**config.mk**
```make
export PLATFORM = sky130hd
export DESIGN_NAME = tbx_device_flat
export DESIGN_NICKNAME = d
export VERILOG_FILES = /design/src/rtl/tbx_pkg.sv /design/src/rtl/tbx_link_if.sv /design/src/rtl/tbx_device.sv /design/src/rtl/tbx_sync.sv /design/src/flat_wrapper.sv
export VERILOG_INCLUDE_DIRS = /design/src /design/src/rtl
export SDC_FILE = /design/constraint.sdc
export NUM_CORES = 1
export LEC_CHECK = 0
export ABC_CLOCK_PERIOD_IN_PS = 5800
export BUFFER_PORTS_ARGS = -buffer_cell sky130_fd_sc_hd__buf_2
export CORE_MARGIN = 2
export CORE_UTILIZATION = 50
export DETAILED_ROUTE_END_ITERATION = 6
export PLACE_DENSITY = 0.75
export SYNTH_ARGS = -nofsm -noshare
export SYNTH_HDL_FRONTEND = slang
export SYNTH_HIERARCHICAL = 1
export SYNTH_SLANG_ARGS = --single-unit
```
**constraint.sdc**
```tcl
create_clock -name hclk -period 5.8 [get_ports hclk]
set_input_delay 1.16 -clock hclk [delete_from_list [all_inputs] [get_ports hclk]]
set_output_delay 1.16 -clock hclk [all_outputs]
set_load 0.02 [all_outputs]
```
**src/rtl/tbx_cfg.svh**
```systemverilog
`ifndef TBX_CFG_SVH
`define TBX_CFG_SVH

// Link command words: command byte then data byte
`define TBX_CMD_GEN 8'h80
`define TBX_CMD_PMC 8'h82
`define TBX_CMD_TXB 8'hB8
`define TBX_GEN_TXREN_BIT 7
`define TBX_GEN_POL_BIT 4
`define TBX_GEN_DEVW_MSB 3
`define TBX_GEN_DEVW_LSB 0
`define TBX_PMC_TXEN_BIT 5
`define TBX_PREAMBLE 8'hAA
`define TBX_WORD_BITS 5'h10
`define TBX_BYTE_BITS 5'h08
`define TBX_DEV_STEP_KHZ 8'h0F

// Timing
`define TBX_HCLK_MHZ 50
`define TBX_BIT_CYCLES 100
`define TBX_CAL_CYCLES 64
`define TBX_SCK_HALF 4
`define TBX_GUARD_BITS 16

// Host register map and reset values
`define TBX_OFS_CTRL 8'h00
`define TBX_OFS_CMD 8'h04
`define TBX_OFS_FRAME 8'h08
`define TBX_OFS_STATUS 8'h0C
`define TBX_OFS_INT_STAT 8'h10
`define TBX_OFS_INT_MASK 8'h14
`define TBX_CTRL_RST 1'b1
`define TBX_INT_BITS 3
`define TBX_INT_RISE 0
`define TBX_INT_FALL 1
`define TBX_INT_DONE 2
`define TBX_INT_MASK_RST 3'h0
`endif

```
**src/rtl/tbx_pkg.sv**
```systemverilog
package tbx_pkg;
    typedef enum logic [1:0] {TBX_OFF, TBX_CAL, TBX_SEND} tbx_tx_state_e;
    typedef enum logic {TBX_SPI_IDLE, TBX_SPI_SHIFT} tbx_spi_state_e;
endpackage

```
**src/rtl/tbx_link_if.sv**
```systemverilog
`timescale 1ns/1ps
interface tbx_link_if;
    logic sck;
    logic sdi;
    logic cs_n;
    logic data_pin;
    logic sdo;
    logic irq;
    modport dev (input sck, input sdi, input cs_n, input data_pin, output sdo, output irq);
    modport host (output sck, output sdi, output cs_n, output data_pin, input sdo, input irq);
endinterface

```
**src/rtl/tbx_device.sv**
```systemverilog
`timescale 1ns/1ps
`include "tbx_cfg.svh"
module tbx_device #(
    parameter int BIT_CYCLES = `TBX_BIT_CYCLES,
    parameter int CAL_CYCLES = `TBX_CAL_CYCLES
) (
    input wire logic hclk,
    input wire logic hresetn,
    tbx_link_if.dev link,
    output logic osc_on,
    output logic synth_on,
    output logic pa_on,
    output logic tx_active,
    output logic fsk_bit,
    output logic rf_sign,
    output logic [7:0] dev_khz
);
    if (BIT_CYCLES < 1 || BIT_CYCLES > 65536) begin
        $error("tbx_device: BIT_CYCLES out of range");
    end
    if (CAL_CYCLES < 1 || CAL_CYCLES > 65536) begin
        $error("tbx_device: CAL_CYCLES out of range");
    end

    logic sck_s;
    logic sdi_s;
    logic cs_n_s;
    logic pin_s;
    logic sck_d;
    logic frame_d;
    logic frame_select_input_frame;
    logic [15:0] rx_word;
    logic [4:0] rx_cnt;
    logic tx_register_enable;
    logic txren_d;
    logic deviation_polarity_bit;
    logic [3:0] deviation_width_field;
    logic transmitter_enable;
    tbx_pkg::tbx_tx_state_e state;
    tbx_pkg::tbx_tx_state_e next_state;
    logic [15:0] cal_tmr;
    logic [15:0] bit_tmr;
    logic [7:0] shift_reg;
    logic [7:0] hold_reg;
    logic [2:0] bit_idx;
    logic refill_req;
    logic irq_q;
    logic sdo_q;

    // Pins come from the host's clock domain
    tbx_sync #(.WIDTH(4), .INIT(4'h3)) u_sync (
        .clk(hclk),
        .rst_n(hresetn),
        .d({link.sck, link.sdi, link.cs_n, link.data_pin}),
        .q({sck_s, sdi_s, cs_n_s, pin_s})
    );

    wire sck_rise = sck_s & ~sck_d;
    wire frame_select_input_low = tx_register_enable & ~pin_s;
    wire frame = ~cs_n_s | frame_select_input_low;
    wire frame_end = frame_d & ~frame;
    wire word_ok = frame_end & ~frame_select_input_frame & (rx_cnt == `TBX_WORD_BITS);
    wire wr_gen = word_ok & (rx_word[15:8] == `TBX_CMD_GEN);
    wire wr_pmc = word_ok & (rx_word[15:8] == `TBX_CMD_PMC);
    wire wr_txb = word_ok & (rx_word[15:8] == `TBX_CMD_TXB);
    wire wr_frame_select_input = frame_end & frame_select_input_frame & (rx_cnt == `TBX_BYTE_BITS);
    wire wr_byte = wr_txb | wr_frame_select_input;
    wire txreg_rise = tx_register_enable & ~txren_d;
    wire sending = (state == tbx_pkg::TBX_SEND) & tx_register_enable;
    wire bit_tick = sending & (bit_tmr == 16'(BIT_CYCLES - 1));
    wire byte_done = bit_tick & (bit_idx == 3'h7);

    always_ff @(posedge hclk or negedge hresetn) begin
        if (!hresetn) begin
            sck_d <= 1'b0;
            frame_d <= 1'b0;
            txren_d <= 1'b0;
        end else begin
            sck_d <= sck_s;
            frame_d <= frame;
            txren_d <= tx_register_enable;
        end
    end

    // Serial receive, MSB first on rising clock edges
    always_ff @(posedge hclk or negedge hresetn) begin
        if (!hresetn) begin
            rx_word <= 16'h0000;
            rx_cnt <= 5'h00;
            frame_select_input_frame <= 1'b0;
        end else if (!frame) begin
            rx_cnt <= 5'h00;
            if (!frame_d) begin
                frame_select_input_frame <= 1'b0;
            end
        end else begin
            if (!frame_d) begin
                frame_select_input_frame <= frame_select_input_low & cs_n_s;
            end
            if (sck_rise) begin
                rx_word <= {rx_word[14:0], sdi_s};
                if (rx_cnt != 5'h1F) begin
                    rx_cnt <= rx_cnt + 5'h01;
                end
            end
        end
    end

    always_ff @(posedge hclk or negedge hresetn) begin
        if (!hresetn) begin
            tx_register_enable <= 1'b0;
            deviation_polarity_bit <= 1'b0;
            deviation_width_field <= 4'h0;
        end else if (wr_gen) begin
            tx_register_enable <= rx_word[`TBX_GEN_TXREN_BIT];
            deviation_polarity_bit <= rx_word[`TBX_GEN_POL_BIT];
            deviation_width_field <= rx_word[`TBX_GEN_DEVW_MSB:`TBX_GEN_DEVW_LSB];
        end
    end

    always_ff @(posedge hclk or negedge hresetn) begin
        if (!hresetn) begin
            transmitter_enable <= 1'b0;
        end else if (wr_pmc) begin
            transmitter_enable <= rx_word[`TBX_PMC_TXEN_BIT];
        end
    end

    always_comb begin
        next_state = state;
        case (state)
            tbx_pkg::TBX_OFF: begin
                if (transmitter_enable) begin
                    next_state = tbx_pkg::TBX_CAL;
                end
            end
            tbx_pkg::TBX_CAL: begin
                if (!transmitter_enable) begin
                    next_state = tbx_pkg::TBX_OFF;
                end else if (cal_tmr == 16'(CAL_CYCLES - 1)) begin
                    next_state = tbx_pkg::TBX_SEND;
                end
            end
            tbx_pkg::TBX_SEND: begin
                if (!transmitter_enable) begin
                    next_state = tbx_pkg::TBX_OFF;
                end
            end
            default: begin
                next_state = tbx_pkg::TBX_OFF;
            end
        endcase
    end

    always_ff @(posedge hclk or negedge hresetn) begin
        if (!hresetn) begin
            state <= tbx_pkg::TBX_OFF;
        end else begin
            state <= next_state;
        end
    end

    // Calibration time of the synthesizer before the amplifier comes up
    always_ff @(posedge hclk or negedge hresetn) begin
        if (!hresetn) begin
            cal_tmr <= 16'h0000;
        end else if (state != tbx_pkg::TBX_CAL) begin
            cal_tmr <= 16'h0000;
        end else begin
            cal_tmr <= cal_tmr + 16'h0001;
        end
    end

    always_ff @(posedge hclk or negedge hresetn) begin
        if (!hresetn) begin
            osc_on <= 1'b0;
            synth_on <= 1'b0;
            pa_on <= 1'b0;
            tx_active <= 1'b0;
        end else begin
            osc_on <= transmitter_enable;
            synth_on <= transmitter_enable;
            pa_on <= (next_state == tbx_pkg::TBX_SEND);
            tx_active <= (next_state == tbx_pkg::TBX_SEND) & tx_register_enable;
        end
    end

    always_ff @(posedge hclk or negedge hresetn) begin
        if (!hresetn) begin
            bit_tmr <= 16'h0000;
        end else if (!sending || bit_tick) begin
            bit_tmr <= 16'h0000;
        end else begin
            bit_tmr <= bit_tmr + 16'h0001;
        end
    end

    // The shifter reloads from the holding register on the last bit tick,
    // so there is no idle bit between bytes; an empty refill resends it.
    always_ff @(posedge hclk or negedge hresetn) begin
        if (!hresetn) begin
            shift_reg <= `TBX_PREAMBLE;
            bit_idx <= 3'h0;
        end else if (txreg_rise) begin
            shift_reg <= `TBX_PREAMBLE;
            bit_idx <= 3'h0;
        end else if (byte_done) begin
            shift_reg <= hold_reg;
            bit_idx <= 3'h0;
        end else if (bit_tick) begin
            shift_reg <= {shift_reg[6:0], 1'b0};
            bit_idx <= bit_idx + 3'h1;
        end
    end

    always_ff @(posedge hclk or negedge hresetn) begin
        if (!hresetn) begin
            hold_reg <= `TBX_PREAMBLE;
        end else if (txreg_rise) begin
            hold_reg <= `TBX_PREAMBLE;
        end else if (wr_byte && tx_register_enable) begin
            hold_reg <= rx_word[7:0];
        end
    end

    // Underrun request: a byte completion wins over a same-cycle refill
    always_ff @(posedge hclk or negedge hresetn) begin
        if (!hresetn) begin
            refill_req <= 1'b0;
        end else if (!tx_register_enable) begin
            refill_req <= 1'b0;
        end else if (byte_done) begin
            refill_req <= 1'b1;
        end else if (wr_byte) begin
            refill_req <= 1'b0;
        end
    end

    always_ff @(posedge hclk or negedge hresetn) begin
        if (!hresetn) begin
            irq_q <= 1'b1;
            sdo_q <= 1'b0;
        end else if (!tx_register_enable) begin
            irq_q <= 1'b1;
            sdo_q <= 1'b0;
        end else begin
            irq_q <= refill_req;
            sdo_q <= ~refill_req;
        end
    end

    assign link.irq = irq_q;
    assign link.sdo = sdo_q;

    // Buffered mode modulates from the shifter, otherwise the raw pin
    wire mod_bit = tx_register_enable ? shift_reg[7] : pin_s;

    always_ff @(posedge hclk or negedge hresetn) begin
        if (!hresetn) begin
            fsk_bit <= 1'b0;
            rf_sign <= 1'b0;
            dev_khz <= `TBX_DEV_STEP_KHZ;
        end else begin
            fsk_bit <= mod_bit;
            rf_sign <= deviation_polarity_bit ^ mod_bit;
            dev_khz <= ({4'h0, deviation_width_field} + 8'h01) * `TBX_DEV_STEP_KHZ;
        end
    end
endmodule

```
**src/rtl/tbx_sync.sv**
```systemverilog
`timescale 1ns/1ps
module tbx_sync #(
    parameter int WIDTH = 1,
    parameter logic [WIDTH-1:0] INIT = '0
) (
    input wire logic clk,
    input wire logic rst_n,
    input wire logic [WIDTH-1:0] d,
    output logic [WIDTH-1:0] q
);
    logic [WIDTH-1:0] meta;

    always_ff @(posedge clk or negedge rst_n) begin
        if (!rst_n) begin
            meta <= INIT;
            q <= INIT;
        end else begin
            meta <= d;
            q <= meta;
        end
    end
endmodule

```
**src/flat_wrapper.sv**
```systemverilog
// flat-port wrapper written by rule: the top's interface ports become plain ports
module tbx_device_flat 
#(
    parameter int BIT_CYCLES = `TBX_BIT_CYCLES,
    parameter int CAL_CYCLES = `TBX_CAL_CYCLES
)
  (hclk, hresetn, osc_on, synth_on, pa_on, tx_active, fsk_bit, rf_sign, dev_khz, link_sck, link_sdi, link_cs_n, link_data_pin, link_sdo, link_irq);
  tbx_link_if link_i ();
  input wire logic hclk;
  input wire logic hresetn;
  output logic osc_on;
  output logic synth_on;
  output logic pa_on;
  output logic tx_active;
  output logic fsk_bit;
  output logic rf_sign;
  output logic [7:0] dev_khz;
  input wire logic [$bits(link_i.sck)-1:0] link_sck;
  input wire logic [$bits(link_i.sdi)-1:0] link_sdi;
  input wire logic [$bits(link_i.cs_n)-1:0] link_cs_n;
  input wire logic [$bits(link_i.data_pin)-1:0] link_data_pin;
  output wire logic [$bits(link_i.sdo)-1:0] link_sdo;
  output wire logic [$bits(link_i.irq)-1:0] link_irq;
  assign link_i.sck = link_sck;
  assign link_i.sdi = link_sdi;
  assign link_i.cs_n = link_cs_n;
  assign link_i.data_pin = link_data_pin;
  assign link_sdo = link_i.sdo;
  assign link_irq = link_i.irq;
  tbx_device #(.BIT_CYCLES(BIT_CYCLES), .CAL_CYCLES(CAL_CYCLES)) u_core (.hclk(hclk), .hresetn(hresetn), .link(link_i), .osc_on(osc_on), .synth_on(synth_on), .pa_on(pa_on), .tx_active(tx_active), .fsk_bit(fsk_bit), .rf_sign(rf_sign), .dev_khz(dev_khz));
endmodule
```
* Yosys cells after proc, flatten, opt, wreduce, memory -nomap -nowiden
Cells that the tools add are included.
Operators by class: reduce and logical (&&, ||, !) cells 8, muxes and demuxes 27, add/subtract/negate cells 5, equality and inequality tests 16, bitwise operators 26, multiply operators 1
Operator list (count):
- $mux W8 | 5
- $add A16 B1 Y16 const B | 2
- $mux W16 | 2
- $eq A8 B8 Y1 const B | 3
- $and A1 B1 Y1 | 16
- $eq A16 B6 Y1 const B | 1
- $eq A16 B7 Y1 const B | 1
- $mux W5 | 3
- $mux W1 | 9
- $mux W3 | 3
- $mul A8 B4 Y8 const B | 1
- $mux W2 | 4
- $not A1 Y1 | 7
- $pmux W2 S3 | 1
- $add A4 B1 Y5 const B | 1
- $add A5 B1 Y5 const B | 1
- $eq A5 B4 Y1 const B | 1
- $eq A5 B5 Y1 const B | 1
- $ne A5 B5 Y1 const B | 1
- $eq A2 B2 Y1 const B | 2
- $ne A2 B1 Y1 const B | 2
- $reduce_and A2 Y1 | 2
- $add A3 B1 Y3 const B | 1
- $eq A3 B3 Y1 const B | 1
- 11 further kinds | 12
Storage, ports and cells: bits in registers 109, input bits 6

* Depth between registers and ports, before layout
Gate-level depths: netlist (run 1).
depth after elaboration 12, mapped depth 12

* Modules after synthesis
Netlist (run 1), hierarchy kept.
By module, submodules not included:
- tbx_device | times used 1, area an instance 4850.9 um2, cells an instance 427, sequential area each 2543.7 um2
- tbx_sync | times used 1, area an instance 205.2 um2, cells an instance 8, sequential area each 205.2 um2

* Worst setup path after synthesis (run 1)
OpenSTA, ideal clock, no wires.
path kind register to register, from register u_core.deviation_width_field[0], to register u_core.dev_khz[7], path slack 2.934 ns, stages on the path, launching flop included 12, clock period less this slack 2.866 ns, arrival time 2.742 ns, data required time 5.676 ns, buffers on the path 0, library setup time 0.124 ns, cells stage by stage dfrtp_1 > ha_1 > xor2_1 > ha_1 > xor2_1 > fa_1 > inv_1 > ha_1 > o21ai_0 > o21bai_1 > a21oi_1 > xnor2_1
On the way: cells in the longest elaborated chain, start to end 2
Ends and longest elaborated chain:
- from (decl) | line tbx_device.sv:37 | logic [3:0] deviation_width_field;
- from (signal assigned) | line tbx_device.sv:117 | deviation_width_field <= rx_word[`TBX_GEN_DEVW_MSB:`TBX_GEN_DEVW_LSB];
- $add A4 B1 Y5 | line tbx_device.sv:266 | dev_khz <= ({4'h0, deviation_width_field} + 8'h01) * `TBX_DEV_STEP_KHZ;
- $mul A8 B4 Y8 (no line)
- to (signal assigned) | line tbx_device.sv:262 | dev_khz <= `TBX_DEV_STEP_KHZ;
- to (signal assigned) | line tbx_device.sv:266
- to (decl) | line tbx_device.sv:16 | output logic [7:0] dev_khz
No other way between the ends. A chain may end at the register's enable or synchronous reset.

* Final worst setup path (run 1)
Same ends and word-level chain as after synthesis.

==> Flow_metrics.wiki, run 1 <==
{| class="wikitable"
! Metric !! Value
|-
| Result of the run || finished, final reports clean
|-
| DRC || 0
|-
| Synthesized netlist cell count || 435
|-
| CTS Buffer Depth || 2
|-
| TritonCTS clock tree || built
|-
| Largest net degree at the start of global routing || 69
|-
| Worst Clk Skew || 0.0121 ns
|-
| Core Rows || 36
|-
| Floorplan Core Area || 9770 sq um
|-
| Highest attainable clock frequency || 321 MHz
|-
| Post-Synthesis Mean Instance Area || 11.6 sq um
|-
| Global-route wire length before repair || 14900 microns
|-
| Largest family of logic cells by synthesized area || simple AND/OR/NAND/NOR gates
|-
| Global router's overall resource usage || 16.7%
|-
| Register-to-register setup slack || 2.68 ns
|-
| Die Width || 105 microns
|-
| Synthesized flop and latch total || 109
|-
| Mux cell area share after synthesis || 7.60%
|-
| Antenna-violating nets left || 0
|-
| Initial standard-cell utilization of the core || 51.7%
|-
| Area growth from synthesis to layout || 8.59%
|-
| Setup TNS || 0 ns
|-
| Number of synthesized flops with an enable pin || 0
|-
| Post-cts repair resize count || 0
|-
| Detailed Place HPWL || 5780 microns
|-
| PD cells || 250 nW/um^2
|-
| Total power after layout || 1.37 mW
|-
| Xor/xnor share of the synthesized area || 6.24%
|-
| Wire length per cell after detailed routing || 14.0 microns
|-
| Post-CTS setup buffer count || 0
|-
| Hold Crit Class || reg -> reg
|-
| Worst endpoint required time || 6.09 ns
|-
| RSZ-0062 raised after global routing || no
|-
| Worst Path Class, Setup || reg -> reg
|-
| Ys flop type || sky130_fd_sc_hd__dfrtp_1
|-
| Die Footprint || 10900 sq um
|-
| Arrival time of data at the critical path endpoint || 3.41 ns
|-
| Number of buffers inserted during clock tree synthesis || 9
|-
| Y dimension of the die || 105 microns
|-
| Worst Setup Start Kind || flip-flop
|-
| Setup Viol. Count Final || 0
|-
| Final global-route overflow total || 0
|-
| Leading cell type in the layout, fill and taps excluded || sky130_fd_sc_hd__dfrtp_1
|-
| Post-layout nets || 484
|-
| Min Tclk post-route || 3.12 ns
|-
| Net Count, Synth || 463
|-
| Total Routed Length || 8320 microns
|-
| Number of max-cap violations || 0
|-
| Pins over their slew limit || 0
|-
| Yosys warns || 6
|-
| Most frequent cells in the layout || sky130_fd_sc_hd__dfrtp_1, sky130_fd_sc_hd__nor2_1, sky130_fd_sc_hd__mux2_2
|-
| Sinks on the clock net || 109
|-
| Synthesized-area fraction occupied by ao, oa, aoi and oai cells || 7.60%
|-
| Count of distinct cell types in the synthesized netlist || 53
|-
| Largest regs || u_core/bit_tmr: 16 flops, u_core/cal_tmr: 16 flops, u_core/rx_word: 16 flops
|-
| Root Buffer || sky130_fd_sc_hd__clkbuf_8
|-
| Number of antenna violations at the first check in global routing || 0
|-
| Via count normalized by instance count || 5.46
|-
| Input/output buffers || 21
|-
| Number of levels the H-tree was split into || 3
|-
| Via count || 3241
|-
| Least-Margin Pin Slew || 1.13 ns
|-
| Worst skew pair latency || 0.37 ns
|-
| Weighted congestion at the end of routability-driven global placement || 0.828
|-
| Sequential fraction of the synthesis area || 54.4%
|-
| Via count of the first global-routing pass || 3306
|-
| Total count of hold-check failures in the final report || 0
|-
| Max Fanout on Critical Path || 7
|-
| Share of synthesized cell area in and, or, nand and nor gates || 15.2%
|-
| Hold-fix buffers, CTS || 0
|-
| Cell leakage power || 2.46 nW
|-
| N_diodes || 0
|-
| Number of iterations in the first detailed-routing pass || 7
|-
| VDD IR-drop max || 149 uV
|-
| Synthesized area || 5060 sq um
|-
| Number of top-level design ports || 22
|-
| Relative max-transition margin || 24.4%
|-
| Async S/R FF share, synth || 100%
|-
| Adder-cell share of the synthesized area || 5.89%
|-
| CTS clock-pin slew for the worst setup and hold paths || 0.10 ns
|-
| Share of post-route cells with drive strength above 1 || 18.9%
|-
| Drt first-iter violations || 142
|-
| Critical Path End Type || flip-flop
|-
| Post-route clock period utilization || 53.7%
|}
## cells in the mapped netlist (6+ instances only)
cell | count | share of area (%)
sky130_fd_sc_hd__xor2_1 | 19 | 3.3
sky130_fd_sc_hd__nand2b_1 | 6 | 0.74
sky130_fd_sc_hd__nor4_1 | 9 | 1.1
sky130_fd_sc_hd__nor2_1 | 39 | 2.9
sky130_fd_sc_hd__nand3_1 | 16 | 1.6
sky130_fd_sc_hd__dfstp_2 | 17 | 8.8
sky130_fd_sc_hd__nand4_1 | 12 | 1.5
sky130_fd_sc_hd__dfrtp_1 | 92 | 46
sky130_fd_sc_hd__xnor2_1 | 17 | 2.9
sky130_fd_sc_hd__nand2_1 | 21 | 1.6
sky130_fd_sc_hd__o21ai_0 | 9 | 0.89
sky130_fd_sc_hd__ha_1 | 19 | 4.7
sky130_fd_sc_hd__inv_1 | 25 | 1.9
sky130_fd_sc_hd__a21oi_1 | 12 | 1.2
sky130_fd_sc_hd__mux2i_1 | 8 | 1.6
sky130_fd_sc_hd__mux2_2 | 27 | 6.0
## critical path: stages (launching register included)
cell and delay, ns:
sky130_fd_sc_hd__dfrtp_1 0.46, sky130_fd_sc_hd__ha_1 0.25, sky130_fd_sc_hd__xor2_1 0.32, sky130_fd_sc_hd__ha_1 0.32, sky130_fd_sc_hd__xor2_1 0.18, sky130_fd_sc_hd__fa_1 0.53, sky130_fd_sc_hd__inv_1 0.04, sky130_fd_sc_hd__ha_1 0.34
sky130_fd_sc_hd__o21ai_0 0.20, sky130_fd_sc_hd__o21bai_1 0.09, sky130_fd_sc_hd__a21oi_1 0.18, sky130_fd_sc_hd__xnor2_1 0.13
## routing by layer
| metal | wire length [microns] | vias to the layer above | GRT usage (%) |
|---|---|---|---|
| met5 | 0 | - | 0 |
| met4 | 82 | 0 | 6.08 |
| met3 | 210 | 9 | 4.62 |
| met2 | 4160 | 40 | 28.0 |
| met1 | 3870 | 1606 | 20.8 |
| li1 | - | 1586 | - |
## power by group
| part | internal, mW | switching [mW] | total, mW |
|---|---|---|---|
| sequential | 0.792 | 0.0311 | 0.824 |
| combinational | 0.0295 | 0.0304 | 0.0599 |
| clock | 0.245 | 0.245 | 0.491 |
| total | 1.07 | 0.307 | 1.37 |
## cell families (layout without fill, tap and decap cells)
group	count (synthesis)	after routing
adder cells (fa/ha/maj)	22	22
buffers and inverters	37	63
multiplexers	35	35
flip-flops	109	109
XOR/XNOR	36	36
AND/OR/NAND/NOR	142	142
AO/OA/AOI/OAI	54	54
## area by class of cell
cell class	count	area, sq um
Multi-Input combinational cell	289	2150
Clock inverter	5	82.6
Fill cell	843	4280
Timing Repair Buffer	22	115
Sequential cell	109	2750
Tap cell	133	166
Inverter	25	93.8
Clock buffer	11	131
## per-stage QoR
step	area [sq um]	std cells	setup WS, ns	hold slack [ns]	utilization [%]
after floorplan	5060	435	2.93	0.331	-
after global placement	5280	578	2.83	0.334	54.0
after detailed placement	5280	578	2.69	0.336	54.0
after CTS	5490	594	2.67	0.353	56.2
after global routing	5490	594	2.41	0.351	56.2
final	5490	594	2.68	0.348	56.2
## worst paths after layout
kind,from,endpoint,cells past startpoint
max reg2reg,u_core/deviation_width_field[0],u_core/dev_khz[7],11
min in group asynchronous,hresetn,u_core/cal_tmr[14],1
min reg2reg,u_core/u_sync/meta[2],u_core/u_sync/q[2],0
max,u_core/deviation_width_field[0],u_core/dev_khz[7],11
max in group asynchronous,hresetn,u_core/dev_khz[0],2
min,u_core/u_sync/meta[2],u_core/u_sync/q[2],0
No activity file was read; power rests on OpenSTA's default activity.
==> run 2: changes to the inputs <==
Settings changed: ABC_CLOCK_PERIOD_IN_PS 5800 to 2950.
Clock period 5.8 ns to 2.95 ns, I/O delays scaled along.
==> Flow_metrics.wiki, run 2 (synthesized netlist as in run 1, its figures left out) <==
{| class="wikitable"
! Metric !! Value
|-
| Number of levels the H-tree was split into || 3
|-
| Library cell contributing the largest single delay on the critical path || sky130_fd_sc_hd__fa_1
|-
| Largest net degree at the start of global routing || 49
|-
| Root Buffer || sky130_fd_sc_hd__clkbuf_8
|-
| CTS Buffer Depth || 2
|-
| RSZ-0062 raised after global routing || no
|-
| Hold slack final || 0.224 ns
|-
| Setup Viol. Count Final || 0
|-
| Area growth from synthesis to layout || 10.6%
|-
| Wire length per cell after detailed routing || 14.2 microns
|-
| VDD IR-drop max || 363 uV
|-
| Drt first-iter violations || 123
|-
| Die Footprint || 10900 sq um
|-
| Setup TNS || 0 ns
|-
| Weighted congestion at the end of routability-driven global placement || 0.849
|-
| Input/output buffers || 21
|-
| Post-route cell area || 5590 sq um
|-
| Core Rows || 36
|-
| Via count || 3277
|-
| Placed cell count || 584
|-
| Global-route wire length before repair || 15100 microns
|-
| Total count of hold-check failures in the final report || 0
|-
| Net switching power figure || 0.607 mW
|-
| Number of top-level design ports || 22
|-
| Y dimension of the die || 105 microns
|-
| Sinks on the clock net || 109
|-
| PD cells || 473 nW/um^2
|-
| Pins over their slew limit || 0
|-
| Reg power frac || 61.2%
|-
| Least-Margin Pin Slew || 0.762 ns
|-
| Share of the core filled with cells || 57.2%
|-
| Number of max-cap violations || 0
|-
| N_diodes || 0
|-
| Area of combinational cells with multiple inputs || 2200 sq um
|-
| Largest regs || u_core/bit_tmr: 16 flops, u_core/cal_tmr: 16 flops, u_core/rx_word: 16 flops
|-
| DRC || 0
|-
| Leading cell type in the layout, fill and taps excluded || sky130_fd_sc_hd__dfrtp_1
|-
| Placement-stage cell area || 5330 sq um
|-
| Most frequent cells in the layout || sky130_fd_sc_hd__dfrtp_1, sky130_fd_sc_hd__nor2_1, sky130_fd_sc_hd__mux2_2
|-
| CTS clock-pin slew for the worst setup and hold paths || 0.10 ns
|-
| Total power after layout || 2.64 mW
|-
| Antenna-violating nets left || 0
|-
| Detailed Place HPWL || 6010 microns
|-
| Number of buffers inserted during clock tree synthesis || 9
|-
| Relative contribution of combinational cells to total power || 4.7%
|-
| Total Routed Length || 8510 microns
|-
| Via count of the first global-routing pass || 3298
|-
| Initial standard-cell utilization of the core || 51.7%
|-
| Cell internal pwr || 2.04 mW
|-
| Delay of the slowest cell on the worst path || 0.49 ns
|-
| Worst Clk Skew || 0.00640 ns
|-
| Critical Path End Type || flip-flop
|-
| Floorplan Core Area || 9770 sq um
|-
| Highest attainable clock frequency || 357 MHz
|-
| Die Width || 105 microns
|-
| Worst Setup Start Kind || flip-flop
|-
| Result of the run || finished, final reports clean
|-
| Hold Crit Class || in -> async
|-
| Min Tclk post-route || 2.80 ns
|-
| Final-layout fill cell count || 839
|-
| Max Fanout on Critical Path || 4
|-
| Via count normalized by instance count || 5.45
|-
| Post-route clock period utilization || 95.0%
|-
| Worst Path Class, Setup || reg -> reg
|-
| Cells along the critical path || inv_2, ha_4, xor2_2, ha_1, inv_1, fa_1, inv_1, fa_1, a21o_1, a21oi_1, xnor2_1
|-
| Cell leakage power || 2.48 nW
|-
| Register-to-register setup slack || 0.15 ns
|-
| Relative max-transition margin || 49.1%
|-
| Final global-route overflow total || 0
|-
| Clock network fraction of design power || 34.1%
|-
| Number of antenna violations at the first check in global routing || 0
|-
| Post-layout nets || 491
|-
| Count of non-filler cells in the finished layout || 601
|-
| Arrival time of data at the critical path endpoint || 3.10 ns
|-
| Hold-fix buffers, CTS || 0
|-
| Area taken by flip-flops and latches || 2750 sq um
|-
| Share of post-route cells with drive strength above 1 || 22.2%
|-
| Worst Slack Setup Final || 0.149 ns
|-
| DP Worst Slack || -0.108 ns
|-
| Global router's overall resource usage || 17.1%
|-
| Number of iterations in the first detailed-routing pass || 4
|-
| Worst skew pair latency || 0.37 ns
|-
| Switching part of the total || 22.9%
|-
| Worst endpoint required time || 3.25 ns
|-
| TritonCTS clock tree || built
|}
-- run 2: cell types whose count changed in the layout (fill, tap and decap cells not counted), moves of 2 or more --
cell	previous run	this run
sky130_fd_sc_hd__ha_1	19	16
sky130_fd_sc_hd__buf_4	2	8
sky130_fd_sc_hd__dfrtp_2	0	2
sky130_fd_sc_hd__xor2_1	19	17
sky130_fd_sc_hd__xor2_2	0	2
sky130_fd_sc_hd__dfrtp_1	92	90
sky130_fd_sc_hd__ha_4	0	2
-- run 2: power groups by stage --
stage	clock (mW)	sequential, mW	combinational [mW]
6_report	0.902	1.62	0.124
5_1_grt	1.01	1.63	0.142
4_1_cts	0.932	1.62	0.128
3_5_place_dp	0	1.65	0.127
3_3_place_gp	0	1.65	0.121
2_1_floorplan	0	1.63	0.0758
-- run 2: metal layers --
| metal | part of all wire, % | GRT usage (%) | routed length, microns | up-vias |
|---|---|---|---|---|
| li1 | - | - | - | 1592 |
| met1 | 45 | 21.7 | 3830 | 1622 |
| met2 | 51 | 28.6 | 4320 | 53 |
| met3 | 3.0 | 4.74 | 259 | 10 |
| met4 | 1.2 | 5.02 | 102 | 0 |
| met5 | 0 | 0 | 0 | - |
-- run 2: what timing repair did --
action | 4_1_cts | 5_1_grt
gates resized for setup | 2 | 8
pin swaps | 0 | 1
setup buffers | 1 | 0
endpoints found under the setup margin | 2 | 2
-- run 2: area by class of cell --
cell class	count	share of cell area, %
clock buffers	11	2.53
clock inverters	5	1.07
inverters	25	1.68
multi-input cells	289	39.3
flip-flops and latches	109	49.2
well taps	133	2.98
repair buffers	29	3.22
-- run 2: worst max-delay path, delay by kind of cell (launching register included) --
kind | cells | cell delay (ns)
fa+ha+maj | 4 | 1.42
buf+inv | 3 | 0.22
xor+xnor | 2 | 0.28
flops | 1 | 0.46
compound gates | 2 | 0.36
-- run 2: path summary, 6_finish.rpt --
kind | cells after the start | endpoint | startpoint
worst min-delay path | 1 | u_core/cal_tmr[1] | hresetn
max in group asynchronous | 2 | u_core/u_sync/meta[1] | hresetn
worst min register to register | 0 | u_core/u_sync/q[0] | u_core/u_sync/meta[0]
worst max-delay path | 11 | u_core/dev_khz[6] | u_core/deviation_width_field[0]
min in group hclk | 1 | u_core/u_sync/meta[0] | link_data_pin
worst max register to register | 11 | u_core/dev_khz[6] | u_core/deviation_width_field[0]
==> run 3: changes to the inputs <==
Settings changed: ABC_CLOCK_PERIOD_IN_PS 2950 to 3000.
Clock period 2.95 ns to 3 ns, I/O delays scaled along.
==> Flow_metrics.wiki, run 3 (synthesized netlist as in run 1, its figures left out) <==
{| class="wikitable"
! Metric !! Value
|-
| Core Rows || 36
|-
| Cell leakage power || 2.48 nW
|-
| Result of the run || finished, final reports clean
|-
| Buffer and inverter count on the worst path || 1
|-
| Worst Path Class, Setup || reg -> reg
|-
| Global router's overall resource usage || 16.8%
|-
| Placed cell count || 582
|-
| Most common cell type on the critical path || sky130_fd_sc_hd__ha_1
|-
| Post-route cell area || 5550 sq um
|-
| Relative contribution of combinational cells to total power || 4.6%
|-
| Setup Viol. Count Final || 0
|-
| Detailed Place HPWL || 5810 microns
|-
| Share of the core filled with cells || 56.8%
|-
| Area growth from synthesis to layout || 9.82%
|-
| Sinks on the clock net || 109
|-
| Global-route wire length before repair || 15000 microns
|-
| Net switching power figure || 0.640 mW
|-
| Library cell contributing the largest single delay on the critical path || sky130_fd_sc_hd__fa_1
|-
| Number of iterations in the first detailed-routing pass || 4
|-
| Number of max-cap violations || 0
|-
| Antenna-violating nets left || 0
|-
| Hold Crit Class || in -> async
|-
| Worst Setup Start Kind || flip-flop
|-
| Post-route clock period utilization || 96.7%
|-
| VDD IR-drop max || 295 uV
|-
| Number of buffers inserted during clock tree synthesis || 9
|-
| Setup TNS || 0 ns
|-
| Input/output buffers || 21
|-
| Drt first-iter violations || 182
|-
| Arrival time of data at the critical path endpoint || 3.20 ns
|-
| N_diodes || 0
|-
| Root Buffer || sky130_fd_sc_hd__clkbuf_8
|-
| Cells along the critical path || ha_1, xor2_2, ha_1, xor2_1, fa_1, inv_1, ha_1, o21ai_0, o21bai_1, a21oi_1, xnor2_1
|-
| Hold-fix buffers, CTS || 0
|-
| Final global-route overflow total || 0
|-
| Largest regs || u_core/bit_tmr: 16 flops, u_core/cal_tmr: 16 flops, u_core/rx_word: 16 flops
|-
| Placement-stage cell area || 5320 sq um
|-
| Die Width || 105 microns
|-
| Crit-path leading delay family || adder cells
|-
| Delay of the slowest cell on the worst path || 0.51 ns
|-
| Die Footprint || 10900 sq um
|-
| Final-layout fill cell count || 843
|-
| Total count of hold-check failures in the final report || 0
|-
| Clock network fraction of design power || 33.0%
|-
| Count of non-filler cells in the finished layout || 601
|-
| Switching part of the total || 25.1%
|-
| Number of antenna violations at the first check in global routing || 0
|-
| DRC || 0
|-
| Least-Margin Pin Slew || 0.767 ns
|-
| Number of levels the H-tree was split into || 3
|-
| Post-layout nets || 491
|-
| Via count of the first global-routing pass || 3302
|-
| Min Tclk post-route || 2.90 ns
|-
| Weighted congestion at the end of routability-driven global placement || 0.854
|-
| Number of top-level design ports || 22
|-
| TritonCTS clock tree || built
|-
| Worst skew pair latency || 0.38 ns
|-
| Worst Clk Skew || 0.0144 ns
|-
| Leading cell type in the layout, fill and taps excluded || sky130_fd_sc_hd__dfrtp_1
|-
| PD cells || 460 nW/um^2
|-
| Floorplan Core Area || 9770 sq um
|-
| Highest attainable clock frequency || 345 MHz
|-
| Total power after layout || 2.55 mW
|-
| CTS clock-pin slew for the worst setup and hold paths || 0.10 ns
|-
| Share of post-route cells with drive strength above 1 || 21.8%
|-
| Total Routed Length || 8320 microns
|-
| Largest net degree at the start of global routing || 81
|-
| Relative max-transition margin || 48.8%
|-
| Wire length per cell after detailed routing || 13.8 microns
|-
| Y dimension of the die || 105 microns
|-
| Via count normalized by instance count || 5.42
|-
| CTS Buffer Depth || 2
|-
| Max Fanout on Critical Path || 7
|-
| Reg power frac || 62.4%
|-
| Cell internal pwr || 1.91 mW
|-
| Most frequent cells in the layout || sky130_fd_sc_hd__dfrtp_1, sky130_fd_sc_hd__nor2_1, sky130_fd_sc_hd__mux2_2
|-
| Via count || 3259
|-
| Critical Path End Type || flip-flop
|-
| Initial standard-cell utilization of the core || 51.7%
|-
| Pins over their slew limit || 0
|-
| Worst endpoint required time || 3.30 ns
|}
[run 3: cell type report]
| type | count | area (sq um) | area share [%] |
|---|---|---|---|
| multi-input combinational | 289 | 2170 | 39.1 |
| tap | 133 | 166 | 3.00 |
| clock inverter | 7 | 66.3 | 1.19 |
| clock buffer | 9 | 124 | 2.23 |
| inverter | 25 | 93.8 | 1.69 |
| timing repair buffer | 29 | 180 | 3.24 |
| sequential | 109 | 2750 | 49.5 |
[run 3: metrics by stage]
step           hold slack, ns  setup WS (ns)
6_report                0.135         0.0994
5_1_grt                 0.146      -0.000595
4_1_cts                 0.130         0.0203
3_5_place_dp            0.336        -0.0747
3_3_place_gp            0.336         0.0773
2_1_floorplan           0.304          0.134
[run 3: worst paths after layout]
check	slack, ns	depth (start not counted)	endpoint	start
worst max-delay path	0.1	11	u_core/dev_khz[7]	u_core/deviation_width_field[1]
worst min-delay path	0.14	1	u_core/cal_tmr[4]	hresetn
worst max register to register	0.1	11	u_core/dev_khz[7]	u_core/deviation_width_field[1]
worst min register to register	0.36	0	u_core/u_sync/q[2]	u_core/u_sync/meta[2]
max in group asynchronous	2.10	2	u_core/shift_reg[1]	hresetn
min in group hclk	0.32	1	u_core/u_sync/meta[0]	link_data_pin
[run 3: per-layer routing]
metal	wire length (microns)	global-route usage (%)	vias up
li1	-	-	1587
met3	272	4.43	4
met1	3690	21.3	1624
met2	4310	28.5	44
met4	48	4.83	0
met5	0	0	-
[run 3: what timing repair did]
item	in CTS	in global routing
resized for setup	2	4
buffers inserted	0	3
setup endpoints to repair	2	2
[run 3: worst reg2reg max path, delay by kind of cell (launching register included)]
kind,cells,cell delay (ns)
XOR/XNOR,3,0.49
adder cells (fa/ha/maj),4,1.40
buffers and inverters,1,0.05
AO/OA/AOI/OAI,3,0.43
flip-flops,1,0.47
[run 3: power groups by stage]
| stage | sequential, mW | combinational, mW | clock, mW |
|---|---|---|---|
| after floorplan | 1.60 | 0.0745 | 0 |
| after global placement | 1.62 | 0.117 | 0 |
| after detailed placement | 1.62 | 0.123 | 0 |
| after global routing | 1.61 | 0.136 | 0.938 |
| final | 1.59 | 0.117 | 0.843 |
| after CTS | 1.59 | 0.123 | 0.880 |
